File: config.mk
export PLATFORM = sky130hd
export DESIGN_NAME = pbt_top
export DESIGN_NICKNAME = d
export VERILOG_FILES = /design/src/hw/pbt_pkg.sv /design/src/hw/pbt_top.sv
export SDC_FILE = /design/constraint.sdc
export NUM_CORES = 1
export LEC_CHECK = 0
export BUFFER_PORTS_ARGS = -buffer_cell sky130_fd_sc_hd__buf_2
export CORE_ASPECT_RATIO = 0.8
export CORE_MARGIN = 2
export CORE_UTILIZATION = 25
export DETAILED_ROUTE_END_ITERATION = 12
export GPL_ROUTABILITY_DRIVEN = 0
export HOLD_SLACK_MARGIN = 0.15
export PLACE_DENSITY_LB_ADDON = 0.2
export SLEW_MARGIN = 5
export SYNTH_ARGS = -nofsm -noshare
export SYNTH_HDL_FRONTEND = slang
export SYNTH_SLANG_ARGS = --single-unit
File: constraint.sdc
create_clock -name clock -period 11.4 [get_ports clock]
set_input_delay 0.57 -clock clock [delete_from_list [all_inputs] [get_ports clock]]
set_output_delay 0.57 -clock clock [all_outputs]
set_load 0.02 [all_outputs]
File: src/hw/pbt_pkg.sv
// Purpose: Constants, register map and types of the bit-error tester
// Assumes: 20 MHz system clock, APB with 32-bit data
// Notes:   Counts derived from times by expression
package pbt_pkg;
  localparam int CLK_HZ  = 20_000_000;
  localparam int IV_MS   = 1000;
  localparam int IV_CYC  = (CLK_HZ / 1000) * IV_MS;
  // Register byte offsets
  localparam logic [7:0] A_CTRL = 8'h00;
  localparam logic [7:0] A_PER  = 8'h04;
  localparam logic [7:0] A_STAT = 8'h08;
  localparam logic [7:0] A_ERR  = 8'h0C;
  localparam logic [7:0] A_BITL = 8'h10;
  localparam logic [7:0] A_BITH = 8'h14;
  localparam logic [7:0] A_ESEC = 8'h18;
  localparam logic [7:0] A_FSEC = 8'h1C;
  localparam logic [7:0] A_PERR = 8'h20;
  localparam logic [7:0] A_NERR = 8'h24;
  localparam logic [7:0] A_ELAP = 8'h28;
  localparam logic [7:0] A_IST  = 8'h2C;
  localparam logic [7:0] A_IMSK = 8'h30;
  // Control field positions
  localparam int C_TXEN  = 0;
  localparam int C_RXEN  = 1;
  localparam int C_PAT   = 2;
  localparam int C_ALT   = 4;
  localparam int C_LINE  = 5;
  localparam int C_FAM   = 6;
  localparam int C_START = 7;
  // Pattern select codes
  localparam logic [1:0] P15  = 2'h0;
  localparam logic [1:0] P23  = 2'h1;
  localparam logic [1:0] P20  = 2'h2;
  localparam logic [1:0] PFIX = 2'h3;
  // Shift register taps, zero-based stage indices
  localparam int T15A = 13;
  localparam int T15B = 14;
  localparam int T23A = 17;
  localparam int T23B = 22;
  localparam int T20A = 16;
  localparam int T20B = 19;
  localparam int Z20H = 18;
  localparam int Z20L = 5;
  localparam int DLY20 = 18;
  localparam int SRW  = 23;
  localparam logic [SRW-1:0] SEED = 23'h7FFFFF;
  // Synchronisation
  localparam logic [6:0] LOAD_N   = 7'h17;
  localparam logic [6:0] VERIFY_N = 7'h40;
  // Observation period in seconds
  localparam logic [16:0] PER_MIN = 17'h0003C;
  localparam logic [16:0] PER_MAX = 17'h15180;
  localparam int BITW = 40;
  localparam int CNTW = 32;
  // Interrupt bits
  localparam int INTW   = 3;
  localparam int I_LOCK = 0;
  localparam int I_DONE = 1;
  localparam int I_EIV  = 2;
  localparam logic [7:0] CTRL_RST = 8'h00;

  typedef struct packed {
    logic       fam;
    logic       line;
    logic       alt;
    logic [1:0] pat;
    logic       rxEn;
    logic       txEn;
  } pbt_ctrl_s;

  typedef enum logic [1:0] {SEEK, VERIFY, LOCK} pbt_sync_e;
endpackage : pbt_pkg

File: src/hw/pbt_top.sv
// Purpose: Pseudorandom bit-error tester, generator and receiver
// Assumes: Bit strobes synchronous to clock, APB slave on clock
// Notes:   One second intervals from a free-running timer
// Function
// - 15-stage register, taps 14 and 15
// - 15-stage pattern transmitted inverted
// - 23-stage register, taps 18 and 23
// - 23-stage pattern transmitted inverted
// - 20-stage register, taps 17 and 20
// - Output stage 20, forced one after zeros
// - Optional all-ones and alternating fixed patterns
// - Compare received bits with local reference
// - Compare unipolar binary stream with binary reference
// - Optional line-code compare, polarity errors separate
// - Resolve ratios from 1e-3 to 1e-8
// - Cumulative counts reach down to 1e-10
// - Classify each interval errored or error-free
// - Observation period 1 min..24 h or continuous
// - Free-running timer, never moved by errors
// - Patterns follow selected hierarchy family
//
// The register addresses and register access over APB were left to the implementer.
`timescale 1ns/1ps
`default_nettype none
module pbt_top #(
  parameter int IV_CYCLES = pbt_pkg::IV_CYC
) (
  input  wire logic        clock,     // 20 MHz clock
  input  wire logic        rst_n,     // Async reset
  input  wire logic        psel,      // APB select
  input  wire logic        penable,   // APB enable
  input  wire logic        pwrite,    // APB direction
  input  wire logic [7:0]  paddr,     // APB address
  input  wire logic [31:0] pwdata,    // APB write data
  output logic      [31:0] prdata,    // APB read data
  output logic             pready,    // APB ready
  output logic             pslverr,   // APB error
  input  wire logic        txBitEn,   // Tx bit strobe
  output logic             txData,    // Tx binary bit
  output logic             txPos,     // Tx positive mark
  output logic             txNeg,     // Tx negative mark
  input  wire logic        rxBitEn,   // Rx bit strobe
  input  wire logic        rxData,    // Rx binary bit
  input  wire logic        rxPos,     // Rx positive mark
  input  wire logic        rxNeg,     // Rx negative mark
  output logic             irq        // Interrupt level
);
  localparam int SRW = pbt_pkg::SRW;
  localparam int CW  = pbt_pkg::CNTW;
  localparam logic [CW-1:0] CMAX = '1;
  localparam logic [31:0] IVLAST = 32'(IV_CYCLES - 1);

  ////////////////////////////////////////////////////////////////////
  // Pattern functions
  function automatic logic fbBit(input logic [SRW-1:0] s,
                                 input logic [1:0] p);
    unique case (p)
      pbt_pkg::P15: fbBit = s[pbt_pkg::T15A] ^ s[pbt_pkg::T15B];
      pbt_pkg::P23: fbBit = s[pbt_pkg::T23A] ^ s[pbt_pkg::T23B];
      default:      fbBit = s[pbt_pkg::T20A] ^ s[pbt_pkg::T20B];
    endcase
  endfunction : fbBit

  function automatic logic patOut(input logic [SRW-1:0] s,
                                  input logic [1:0] p);
    unique case (p)
      pbt_pkg::P15: patOut = ~s[pbt_pkg::T15B];
      pbt_pkg::P23: patOut = ~s[pbt_pkg::T23B];
      default: patOut = s[pbt_pkg::T20B]
                 | ~|s[pbt_pkg::Z20H:pbt_pkg::Z20L];
    endcase
  endfunction : patOut

  function automatic logic [1:0] effPat(input logic [1:0] p,
                                        input logic fam);
    if (!fam && p == pbt_pkg::P20) begin
      effPat = pbt_pkg::P15;
    end else if (fam && p == pbt_pkg::P23) begin
      effPat = pbt_pkg::P15;
    end else begin
      effPat = p;
    end
  endfunction : effPat

  function automatic logic [CW-1:0] sat(input logic [CW-1:0] v);
    sat = (v == CMAX) ? v : v + 1'b1;
  endfunction : sat

  ////////////////////////////////////////////////////////////////////
  // Registers
  pbt_pkg::pbt_ctrl_s ctrl_ff;
  logic [16:0]        per_ff;
  logic [pbt_pkg::INTW-1:0] ist_ff;
  logic [pbt_pkg::INTW-1:0] imsk_ff;
  logic               acc;
  logic               wr;
  logic               startP;
  logic [1:0]         pat;

  assign acc    = psel & penable & pready;
  assign wr     = acc & pwrite;
  assign startP = wr & (paddr == pbt_pkg::A_CTRL)
                     & pwdata[pbt_pkg::C_START];
  assign pat    = effPat(ctrl_ff.pat, ctrl_ff.fam);

  always_ff @(posedge clock or negedge rst_n) begin
    if (!rst_n) begin
      ctrl_ff <= pbt_pkg::CTRL_RST[6:0];
    end else if (wr && paddr == pbt_pkg::A_CTRL) begin
      ctrl_ff <= pwdata[6:0];
    end
  end

  always_ff @(posedge clock or negedge rst_n) begin
    if (!rst_n) begin
      per_ff <= '0;
    end else if (wr && paddr == pbt_pkg::A_PER) begin
      if (pwdata[31:0] == '0) begin
        per_ff <= '0;
      end else if (pwdata[31:0] < 32'(pbt_pkg::PER_MIN)) begin
        per_ff <= pbt_pkg::PER_MIN;
      end else if (pwdata[31:0] > 32'(pbt_pkg::PER_MAX)) begin
        per_ff <= pbt_pkg::PER_MAX;
      end else begin
        per_ff <= pwdata[16:0];
      end
    end
  end

  ////////////////////////////////////////////////////////////////////
  // Transmit generator
  logic [SRW-1:0] txReg_ff;
  logic           txAlt_ff;
  logic           txPol_ff;
  logic           txBit;

  assign txBit = (pat == pbt_pkg::PFIX)
               ? (ctrl_ff.alt ? txAlt_ff : 1'b1)
               : patOut(txReg_ff, pat);

  always_ff @(posedge clock or negedge rst_n) begin
    if (!rst_n) begin
      txReg_ff <= pbt_pkg::SEED;
      txAlt_ff <= 1'b1;
      txPol_ff <= 1'b0;
      txData   <= 1'b0;
      txPos    <= 1'b0;
      txNeg    <= 1'b0;
    end else if (startP) begin
      txReg_ff <= pbt_pkg::SEED;
      txAlt_ff <= 1'b1;
    end else if (txBitEn) begin
      if (ctrl_ff.txEn) begin
        txReg_ff <= {txReg_ff[SRW-2:0], fbBit(txReg_ff, pat)};
        txAlt_ff <= ~txAlt_ff;
        txData   <= txBit;
        txPos    <= txBit & ~txPol_ff;
        txNeg    <= txBit & txPol_ff;
        txPol_ff <= txPol_ff ^ txBit;
      end else begin
        txData <= 1'b0;
        txPos  <= 1'b0;
        txNeg  <= 1'b0;
      end
    end
  end

  ////////////////////////////////////////////////////////////////////
  // Receive reference and comparison
  pbt_pkg::pbt_sync_e st_ff;
  logic [6:0]     cnt_ff;
  logic [SRW-1:0] ref_ff;
  logic [SRW-1:0] nxt_ref;
  localparam int DLYW = pbt_pkg::DLY20 + 1;
  logic [DLYW-1:0] hB_ff, hP_ff, hN_ff;
  logic           altPh_ff;
  logic           mPol_ff;
  logic           rxBin;
  logic           fb;
  logic           ld;
  logic           isFix;
  logic           is20;
  logic           expB, actB, actP, actN, expP, expN;
  logic           bitEv;
  logic           errB, errP, errN;

  assign bitEv = rxBitEn & ctrl_ff.rxEn;
  assign rxBin = ctrl_ff.line ? (rxPos | rxNeg) : rxData;
  assign isFix = pat == pbt_pkg::PFIX;
  assign is20  = pat == pbt_pkg::P20;
  assign fb    = fbBit(ref_ff, pat);
  // Seeking loads received bits, later the register runs freely
  assign ld      = (st_ff == pbt_pkg::SEEK)
                 ? (is20 ? rxBin : ~rxBin) : fb;
  assign nxt_ref = {ref_ff[SRW-2:0], ld};
  assign expB = isFix ? (ctrl_ff.alt ? altPh_ff : 1'b1)
              : is20 ? patOut(nxt_ref, pat) : ~fb;
  assign actB = is20 & ~isFix ? hB_ff[pbt_pkg::DLY20] : rxBin;
  assign actP = is20 & ~isFix ? hP_ff[pbt_pkg::DLY20] : rxPos;
  assign actN = is20 & ~isFix ? hN_ff[pbt_pkg::DLY20] : rxNeg;
  assign expP = expB & ~mPol_ff;
  assign expN = expB & mPol_ff;
  assign errB = bitEv & (expB != actB);
  assign errP = bitEv & ctrl_ff.line & (expP != actP);
  assign errN = bitEv & ctrl_ff.line & (expN != actN);

  always_ff @(posedge clock or negedge rst_n) begin
    if (!rst_n) begin
      ref_ff   <= pbt_pkg::SEED;
      hB_ff    <= '0;
      hP_ff    <= '0;
      hN_ff    <= '0;
      altPh_ff <= 1'b1;
      mPol_ff  <= 1'b0;
    end else if (bitEv) begin
      ref_ff <= nxt_ref;
      hB_ff  <= {hB_ff[DLYW-2:0], rxBin};
      hP_ff  <= {hP_ff[DLYW-2:0], rxPos};
      hN_ff  <= {hN_ff[DLYW-2:0], rxNeg};
      if (st_ff == pbt_pkg::SEEK) begin
        altPh_ff <= ~rxBin;
        if (actP | actN) begin
          mPol_ff <= actP;
        end
      end else begin
        altPh_ff <= ~altPh_ff;
        mPol_ff  <= mPol_ff ^ expB;
      end
    end
  end

  always_ff @(posedge clock or negedge rst_n) begin
    if (!rst_n) begin
      st_ff  <= pbt_pkg::SEEK;
      cnt_ff <= '0;
    end else if (!ctrl_ff.rxEn || startP) begin
      st_ff  <= pbt_pkg::SEEK;
      cnt_ff <= '0;
    end else if (bitEv) begin
      unique case (st_ff)
        pbt_pkg::SEEK: begin
          if (cnt_ff == pbt_pkg::LOAD_N - 1'b1) begin
            st_ff  <= pbt_pkg::VERIFY;
            cnt_ff <= '0;
          end else begin
            cnt_ff <= cnt_ff + 1'b1;
          end
        end
        pbt_pkg::VERIFY: begin
          if (errB) begin
            st_ff  <= pbt_pkg::SEEK;
            cnt_ff <= '0;
          end else if (cnt_ff == pbt_pkg::VERIFY_N - 1'b1) begin
            st_ff  <= pbt_pkg::LOCK;
            cnt_ff <= '0;
          end else begin
            cnt_ff <= cnt_ff + 1'b1;
          end
        end
        pbt_pkg::LOCK: begin
          st_ff <= pbt_pkg::LOCK;
        end
        default: begin
          st_ff <= pbt_pkg::SEEK;
        end
      endcase
    end
  end

  ////////////////////////////////////////////////////////////////////
  // Interval timer and observation period
  logic [31:0]     iv_ff;
  logic            tick;
  logic            ivErr_ff;
  logic            ivHit;
  logic            run_ff;
  logic            done_ff;
  logic            lock;
  logic            cntOn;
  logic            endPer;
  logic [CW-1:0]   elap_ff;

  assign tick  = iv_ff == IVLAST;
  assign lock  = st_ff == pbt_pkg::LOCK;
  assign cntOn = run_ff & lock & bitEv;
  // Loss of alignment makes the interval errored too
  assign ivHit = (cntOn & (errB | errP | errN))
               | (run_ff & ~lock);
  assign endPer = tick & run_ff & (per_ff != '0)
                & (elap_ff + 1'b1 >= CW'(per_ff));

  always_ff @(posedge clock or negedge rst_n) begin
    if (!rst_n) begin
      iv_ff <= '0;
    end else if (tick) begin
      iv_ff <= '0;
    end else begin
      iv_ff <= iv_ff + 1'b1;
    end
  end

  always_ff @(posedge clock or negedge rst_n) begin
    if (!rst_n) begin
      ivErr_ff <= 1'b0;
    end else if (tick || startP) begin
      ivErr_ff <= 1'b0;
    end else if (ivHit) begin
      ivErr_ff <= 1'b1;
    end
  end

  always_ff @(posedge clock or negedge rst_n) begin
    if (!rst_n) begin
      run_ff  <= 1'b0;
      done_ff <= 1'b0;
      elap_ff <= '0;
    end else if (startP) begin
      run_ff  <= 1'b1;
      done_ff <= 1'b0;
      elap_ff <= '0;
    end else if (tick && run_ff) begin
      elap_ff <= sat(elap_ff);
      if (endPer) begin
        run_ff  <= 1'b0;
        done_ff <= 1'b1;
      end
    end
  end

  ////////////////////////////////////////////////////////////////////
  // Error and interval counters
  logic [pbt_pkg::BITW-1:0] bits_ff;
  logic [CW-1:0] err_ff, perr_ff, nerr_ff, esec_ff, fsec_ff;
  logic          ivBad;

  assign ivBad = ivErr_ff | ivHit;

  always_ff @(posedge clock or negedge rst_n) begin
    if (!rst_n) begin
      bits_ff <= '0;
      err_ff  <= '0;
      perr_ff <= '0;
      nerr_ff <= '0;
    end else if (startP) begin
      bits_ff <= '0;
      err_ff  <= '0;
      perr_ff <= '0;
      nerr_ff <= '0;
    end else if (cntOn) begin
      if (bits_ff != '1) begin
        bits_ff <= bits_ff + 1'b1;
      end
      if (errB) begin
        err_ff <= sat(err_ff);
      end
      if (errP) begin
        perr_ff <= sat(perr_ff);
      end
      if (errN) begin
        nerr_ff <= sat(nerr_ff);
      end
    end
  end

  always_ff @(posedge clock or negedge rst_n) begin
    if (!rst_n) begin
      esec_ff <= '0;
      fsec_ff <= '0;
    end else if (startP) begin
      esec_ff <= '0;
      fsec_ff <= '0;
    end else if (tick && run_ff) begin
      if (ivBad) begin
        esec_ff <= sat(esec_ff);
      end else begin
        fsec_ff <= sat(fsec_ff);
      end
    end
  end

  ////////////////////////////////////////////////////////////////////
  // Interrupts
  logic [pbt_pkg::INTW-1:0] ev;
  logic [pbt_pkg::INTW-1:0] clr;
  logic                     lockD_ff;

  always_comb begin
    ev = '0;
    ev[pbt_pkg::I_LOCK] = lock & ~lockD_ff;
    ev[pbt_pkg::I_DONE] = endPer;
    ev[pbt_pkg::I_EIV]  = tick & run_ff & ivBad;
  end

  assign clr = (wr && paddr == pbt_pkg::A_IST)
             ? pwdata[pbt_pkg::INTW-1:0] : '0;

  always_ff @(posedge clock or negedge rst_n) begin
    if (!rst_n) begin
      lockD_ff <= 1'b0;
      ist_ff   <= '0;
      imsk_ff  <= '0;
      irq      <= 1'b0;
    end else begin
      lockD_ff <= lock;
      // Set beats a simultaneous clear
      ist_ff   <= (ist_ff & ~clr) | ev;
      irq      <= |(ist_ff & imsk_ff);
      if (wr && paddr == pbt_pkg::A_IMSK) begin
        imsk_ff <= pwdata[pbt_pkg::INTW-1:0];
      end
    end
  end

  ////////////////////////////////////////////////////////////////////
  // APB slave, one wait state
  logic [31:0] rd;
  logic        hit;

  always_comb begin
    rd  = '0;
    hit = 1'b1;
    unique case (paddr)
      pbt_pkg::A_CTRL: rd = 32'(ctrl_ff);
      pbt_pkg::A_PER:  rd = 32'(per_ff);
      pbt_pkg::A_STAT: rd = {27'h0, done_ff, run_ff, st_ff, 1'b0};
      pbt_pkg::A_ERR:  rd = err_ff;
      pbt_pkg::A_BITL: rd = bits_ff[31:0];
      pbt_pkg::A_BITH: rd = 32'(bits_ff[pbt_pkg::BITW-1:32]);
      pbt_pkg::A_ESEC: rd = esec_ff;
      pbt_pkg::A_FSEC: rd = fsec_ff;
      pbt_pkg::A_PERR: rd = perr_ff;
      pbt_pkg::A_NERR: rd = nerr_ff;
      pbt_pkg::A_ELAP: rd = elap_ff;
      pbt_pkg::A_IST:  rd = 32'(ist_ff);
      pbt_pkg::A_IMSK: rd = 32'(imsk_ff);
      default:         hit = 1'b0;
    endcase
  end

  always_ff @(posedge clock or negedge rst_n) begin
    if (!rst_n) begin
      pready  <= 1'b0;
      pslverr <= 1'b0;
      prdata  <= '0;
    end else begin
      pready  <= psel & penable & ~pready;
      pslverr <= psel & penable & ~pready & ~hit;
      if (psel && penable && !pready) begin
        prdata <= pwrite ? '0 : rd;
      end
    end
  end
endmodule : pbt_top
`default_nettype wire

# Yosys cells after proc, flatten, opt, wreduce, memory -nomap -nowiden
# Cells that the tools add are included.
# word_totals
register_bits	452
input_bits	50
# classes
n_addsub	9
magnitude_cmp	3
n_eq_ne	42
n_mux	83
bitwise	62
reduce_logical	52
# ops
cell	n
32-bit two-way mux	25
32-bit case mux with 13 select lines	1
32-bit by 1-bit adder with 32-bit output (second input constant)	7
32-bit == test (second input constant)	6
40-bit two-way mux	3
23-bit two-way mux	3
17-bit two-way mux	3
40-bit by 1-bit adder with 40-bit output (second input constant)	1
8-bit by 6-bit == test with 1-bit output (second input constant)	5
40-bit != test (second input constant)	1
7-bit two-way mux	5
32-bit by 25-bit == test with 1-bit output (second input constant)	1
8-bit by 5-bit == test with 1-bit output (second input constant)	4
32-bit by 17-bit >= comparator with 1-bit output	1
32-bit by 17-bit > comparator with 1-bit output (second input constant)	1
32-bit logical NOT	1
32-bit by 6-bit less-than comparator with 1-bit output (second input constant)	1
1-bit two-way mux	29
14-bit OR reduction	2
1-bit bitwise AND	26
2-bit nonzero test	12
3-bit AND reduction	7
17-bit nonzero test	1
8-bit by 4-bit == test with 1-bit output (second input constant)	2
31 further kinds	103

# Depth between registers and ports, before layout
# logic_depth
word_depth	20
ltp_mapped	15
mapped_depth_nobuf	15

# Worst setup path before layout
# No wires, ideal clock.
# synth_path
path_kind	register to register
startpoint	reg elap_ff[0]
endpoint	reg done_ff
setup_time_ps	119
arrival_time_ps	3576
required_time_ps	11281
setup_slack_ps	7705
path_stages_with_launch	16
synth_period_minus_slack_ps	3695
cell_sequence	dfrtp_1 -> ha_1 -> nand3_1 -> nor4_2 -> and2_1 -> and3_1 -> xor2_1 -> ha_1 -> and3_1 -> nand3_1 -> nor3_1 -> a221o_1 -> a2111o_1 -> nor4_2 -> nor3_1 -> o21a_1
# synth_between
elab_chain_len	5
# synth_lines
element	line_no	rtl
start, declared	pbt_top.sv:281	logic [CW-1:0] elap_ff;
start signal, assigned	pbt_top.sv:322	elap_ff <= sat(elap_ff);
32-bit by 1-bit adder with 32-bit output	pbt_top.sv:290	& (elap_ff + 1'b1 >= CW'(per_ff));
32-bit by 17-bit >= comparator with 1-bit output	pbt_top.sv:290	
1-bit bitwise AND	pbt_top.sv:290	
2-bit nonzero test (no line)	--	
2-bit AND reduction (no line)	--	
end signal, assigned	pbt_top.sv:315	done_ff <= 1'b0;
end signal, assigned	pbt_top.sv:319	done_ff <= 1'b0;
end signal, assigned	pbt_top.sv:325	done_ff <= 1'b1;
end, declared	pbt_top.sv:277	logic done_ff;
# Every way passes these cells.
# A chain may end at the register's enable or synchronous reset.

# Worst setup path after layout
# Ends and elaborated chain as after synthesis.

==> metrics.md <==
| Metric | Value |
|---|---|
| CTS tree | `yes` |
| Compound-Gate Fraction of Synth Area | `0.131` |
| Seq/Total Area, Yosys | `0.476` |
| I/O Buffers | `87` |
| Worst-skew pair later-pin latency | `0.63 ns` |
| Post-synthesis xor/xnor area fraction | `0.0693` |
| Yosys reg bits | `452` |
| Warnings from Yosys | `0` |
| Post-route ant nets | `0` |
| Ports | `88` |
| Ys async rst share | `1.00` |
| Post-synthesis mux area share | `0.0485` |
| Peak Freq | `212 MHz` |
| Max-slew violation count | `0` |
| Setup TNS | `0 ns` |
| DR vias/cell | `approximately 5.2` |
| Final setup violation count | `0` |
| Initial DRC Count | `between 1500 and 2000` |
| Post-Syn Area per Cell | `9.64 µm²` |
| Cell area after synthesis | `~0.024 mm²` |
| CP peak stage delay | `~0.82 ns` |
| Fin crit period | `4.71 ns` |
| FP Rows | `between 100 and 150` |
| Via count | `19767` |
| Die area | `0.0980 mm²` |
| Post-synth top area cell | `dfrtp_1` |
| Final Skew | `0.0395 ns` |
| DR pass1 iterations | `6` |
| Height of the die | `about 280 µm` |
| Maxcap violations | `0` |
| Pwr Total | `3.49 mW` |
| Normalized max-slew margin | `0.207` |
| Setup Crit Path Kind | `reg2reg` |
| Register area | `around 0.011 mm²` |
| Syn Nets | `2559` |
| Util after Layout | `0.290` |
| Synth area leaders | `dfrtp_1 (42%), dfstp_2 (5.3%), mux2_2 (4.1%), nand2_1 (3.8%), xor2_1 (3.7%)` |
| Power Dens Cells | `between 100 and 150 mW/mm²` |
| Core Region | `approximately 0.095 mm²` |
| Num CTS Buffers | `53` |
| Gr ovfl total | `0` |
| Simple-Gate Fraction of Synth Area | `0.228` |
| Worst-path cell chain | `ha_1 -> nand3_1 -> nor4_2 -> and2_1 -> and3_1 -> xor2_1 -> ha_1 -> and3_1 -> nand3_1 -> nor3_1 -> a221o_1 -> a2111o_1 -> nor4_2 -> nor3_1 -> o21a_1` |
| Synth top area share | `0.423` |
| Wire length per cell | `20.9 µm` |
| Synth unique cells | `between 70 and 80` |
| Cell count after synthesis | `2477` |
| Share of post-route cells with drive strength above 1 | `0.145` |
| Final hold vios | `0` |
| Largest net degree at the start of global routing | `171` |
| Final wirelength | `79300 µm` |
| Hold crit path type | `in2reg` |
| Layout filler cell count | `9910` |
| CP max stage cell | `nor4_2` |
| # H-tree levels | `2` |
| Commonest non-fill, non-tap cell in the layout | `dfrtp_1` |
| Hpwl dp | `56000 µm` |
| Largest family of logic cells by synthesized area | `simple AND/OR/NAND/NOR gates` |
| Adder-Cell Fraction of Synth Area | `0.0168` |
| Crit path required time | `11.89 ns` |
| Ant. Diodes | `0` |
| Outcome | `finished clean` |
| Post-Place Worst Slack | `6.22 ns` |
| GR Util All Layers | `0.160` |
| Worst Path Arrival | `5.20 ns` |
| Clk slew on worst S/H paths | `0.06 ns` |
| Final #Nets | `roughly 2600` |
| Post-synth EDFFs | `0` |
| Final period util | `0.413` |
| P_leak | `~12 nW` |
| RSZ-0062 raised after global routing | `false` |
| Setup ws final | `6.69 ns` |
| Worst setup SP type | `flip-flop` |
| Worst IR drop on VDD | `109 µV` |
| Clock sinks | `452` |
| First-pass GRT wire length | `122000 µm` |
| Clk buf depth | `3` |
| Die W | `350 µm` |
| Post-CTS Setup Bufs | `0` |
| Crit-path max FO | `8` |
| Drt drc | `0` |
| Capturing element type of the critical path | `flip-flop` |
| Worst slew pin tran | `around 1.2 ns` |
| Vias in the first global route | `19189` |
| Commonest non-fill, non-tap cells in the layout | `dfrtp_1 (404), nand2_1 (241), nor2_1 (221)` |
| Most used DFF post-synth | `dfrtp_1` |
| Area added between synthesis and finish | `15.0%` |
| Initial antenna violation count | `1` |
| Initial Util | `0.252` |
| Area of the multi-input gates | `0.0118 mm²` |
| CTS root buffer | `clkbuf_16` |
==> cells in the mapped netlist, types with 5 or more instances <==
cell / number
dfrtp_1: 404
nand2_1: 242
nor2_1: 230
nand3_1: 159
xor2_1: 102
o21ai_0: 95
a21oi_1: 94
xnor2_1: 87
mux2_2: 86
clkbuf_1: 84
nand4_1: 76
a22oi_1: 66
or3_1: 64
inv_1: 63
a22o_1: 54
and3_1: 52
dfstp_2: 48
nor4_1: 44
nor3_1: 41
and4_1: 34
ha_1: 32
or4_1: 29
buf_2: 26
a222oi_1: 25
and2_1: 21
mux2i_1: 19
o31ai_1: 19
o211ai_1: 17
a221oi_1: 16
nand2b_1: 15
buf_1: 13
a31oi_1: 11
a21o_1: 8
or2_2: 8
o22ai_1: 7
nand3b_1: 6
nor2b_1: 5
nor3b_1: 5
nor4b_1: 5
o21a_1: 5
==> registers in the layout, summed over array words and instances (netlist names), 17 cells and up <==
register,count
prdata,32
hN_ff,19
fsec_ff,32
elap_ff,32
nerr_ff,32
esec_ff,32
hB_ff,19
hP_ff,19
iv_ff,32
txReg_ff,23
ref_ff,23
err_ff,32
bits_ff,40
perr_ff,32
per_ff,17
==> metal layers <==
layer	vias up	part of all wire	global-route usage
met5	-	0	0
met4	0	0.021	0.0403
met3	95	0.059	0.0211
met2	580	0.43	0.237
met1	9946	0.49	0.244
li1	9146	-	-
==> power by group <==
group	switching (mW)	total [mW]	leakage, nW	internal [mW]
sequential	0.00321	1.61	5.89	1.61
combinational	0.0755	0.104	4.90	0.0284
clock	0.718	1.77	0.883	1.05
total	0.797	3.49	11.7	2.69
==> metrics by stage <==
step                      hold slack, ns  area, µm²  instances
after global routing               0.199      27500       3798
after floorplan                    0.274      23900       2477
after global placement             0.426      25600       3700
after CTS                          0.181      27400       3797
final                              0.217      27500       3798
after detailed placement           0.433      25600       3700
==> final timing paths <==
path / startpoint / to / slack [ns] / cells after the start
min in group asynchronous: rst_n / iv_ff[18] / 0.53 / 2
max in group asynchronous: rst_n / hB_ff[12] / 9.41 / 3
setup reg to reg: elap_ff[0] / done_ff / 6.69 / 15
hold / removal: pwdata[11] / per_ff[11] / 0.22 / 2
hold reg to reg: lockD_ff / ist_ff[0] / 0.44 / 1
setup / recovery: elap_ff[0] / done_ff / 6.69 / 15
==> worst max-delay path, delay by kind of cell, from the launching register on <==
family          cells  cell delay, ns
compound gates      3            0.83
simple gates        9            2.49
fa+ha+maj           2            0.54
flops               1            0.52
xor+xnor            1            0.18
==> layout make-up <==
cell class,count,share of cell area
multi-input combinational,1839,0.431
clock buffer,82,0.0582
tap,1236,0.0563
timing repair buffer,112,0.0243
inverter,63,0.00861
sequential,452,0.414
clock inverter,14,0.00738
==> cells by family after synthesis <==
| kind of cell | Yosys count |
|---|---|
| compound gates | 454 |
| mux | 105 |
| simple gates | 1059 |
| flops | 452 |
| buf+inv | 186 |
| fa+ha+maj | 32 |
| xor+xnor | 189 |
==> timing repair <==
item,CTS,global route
hold endpoints to repair,54,0
hold buffers,1,0
gates resized for setup,0,0
Power figures use the tool's default switching activity.
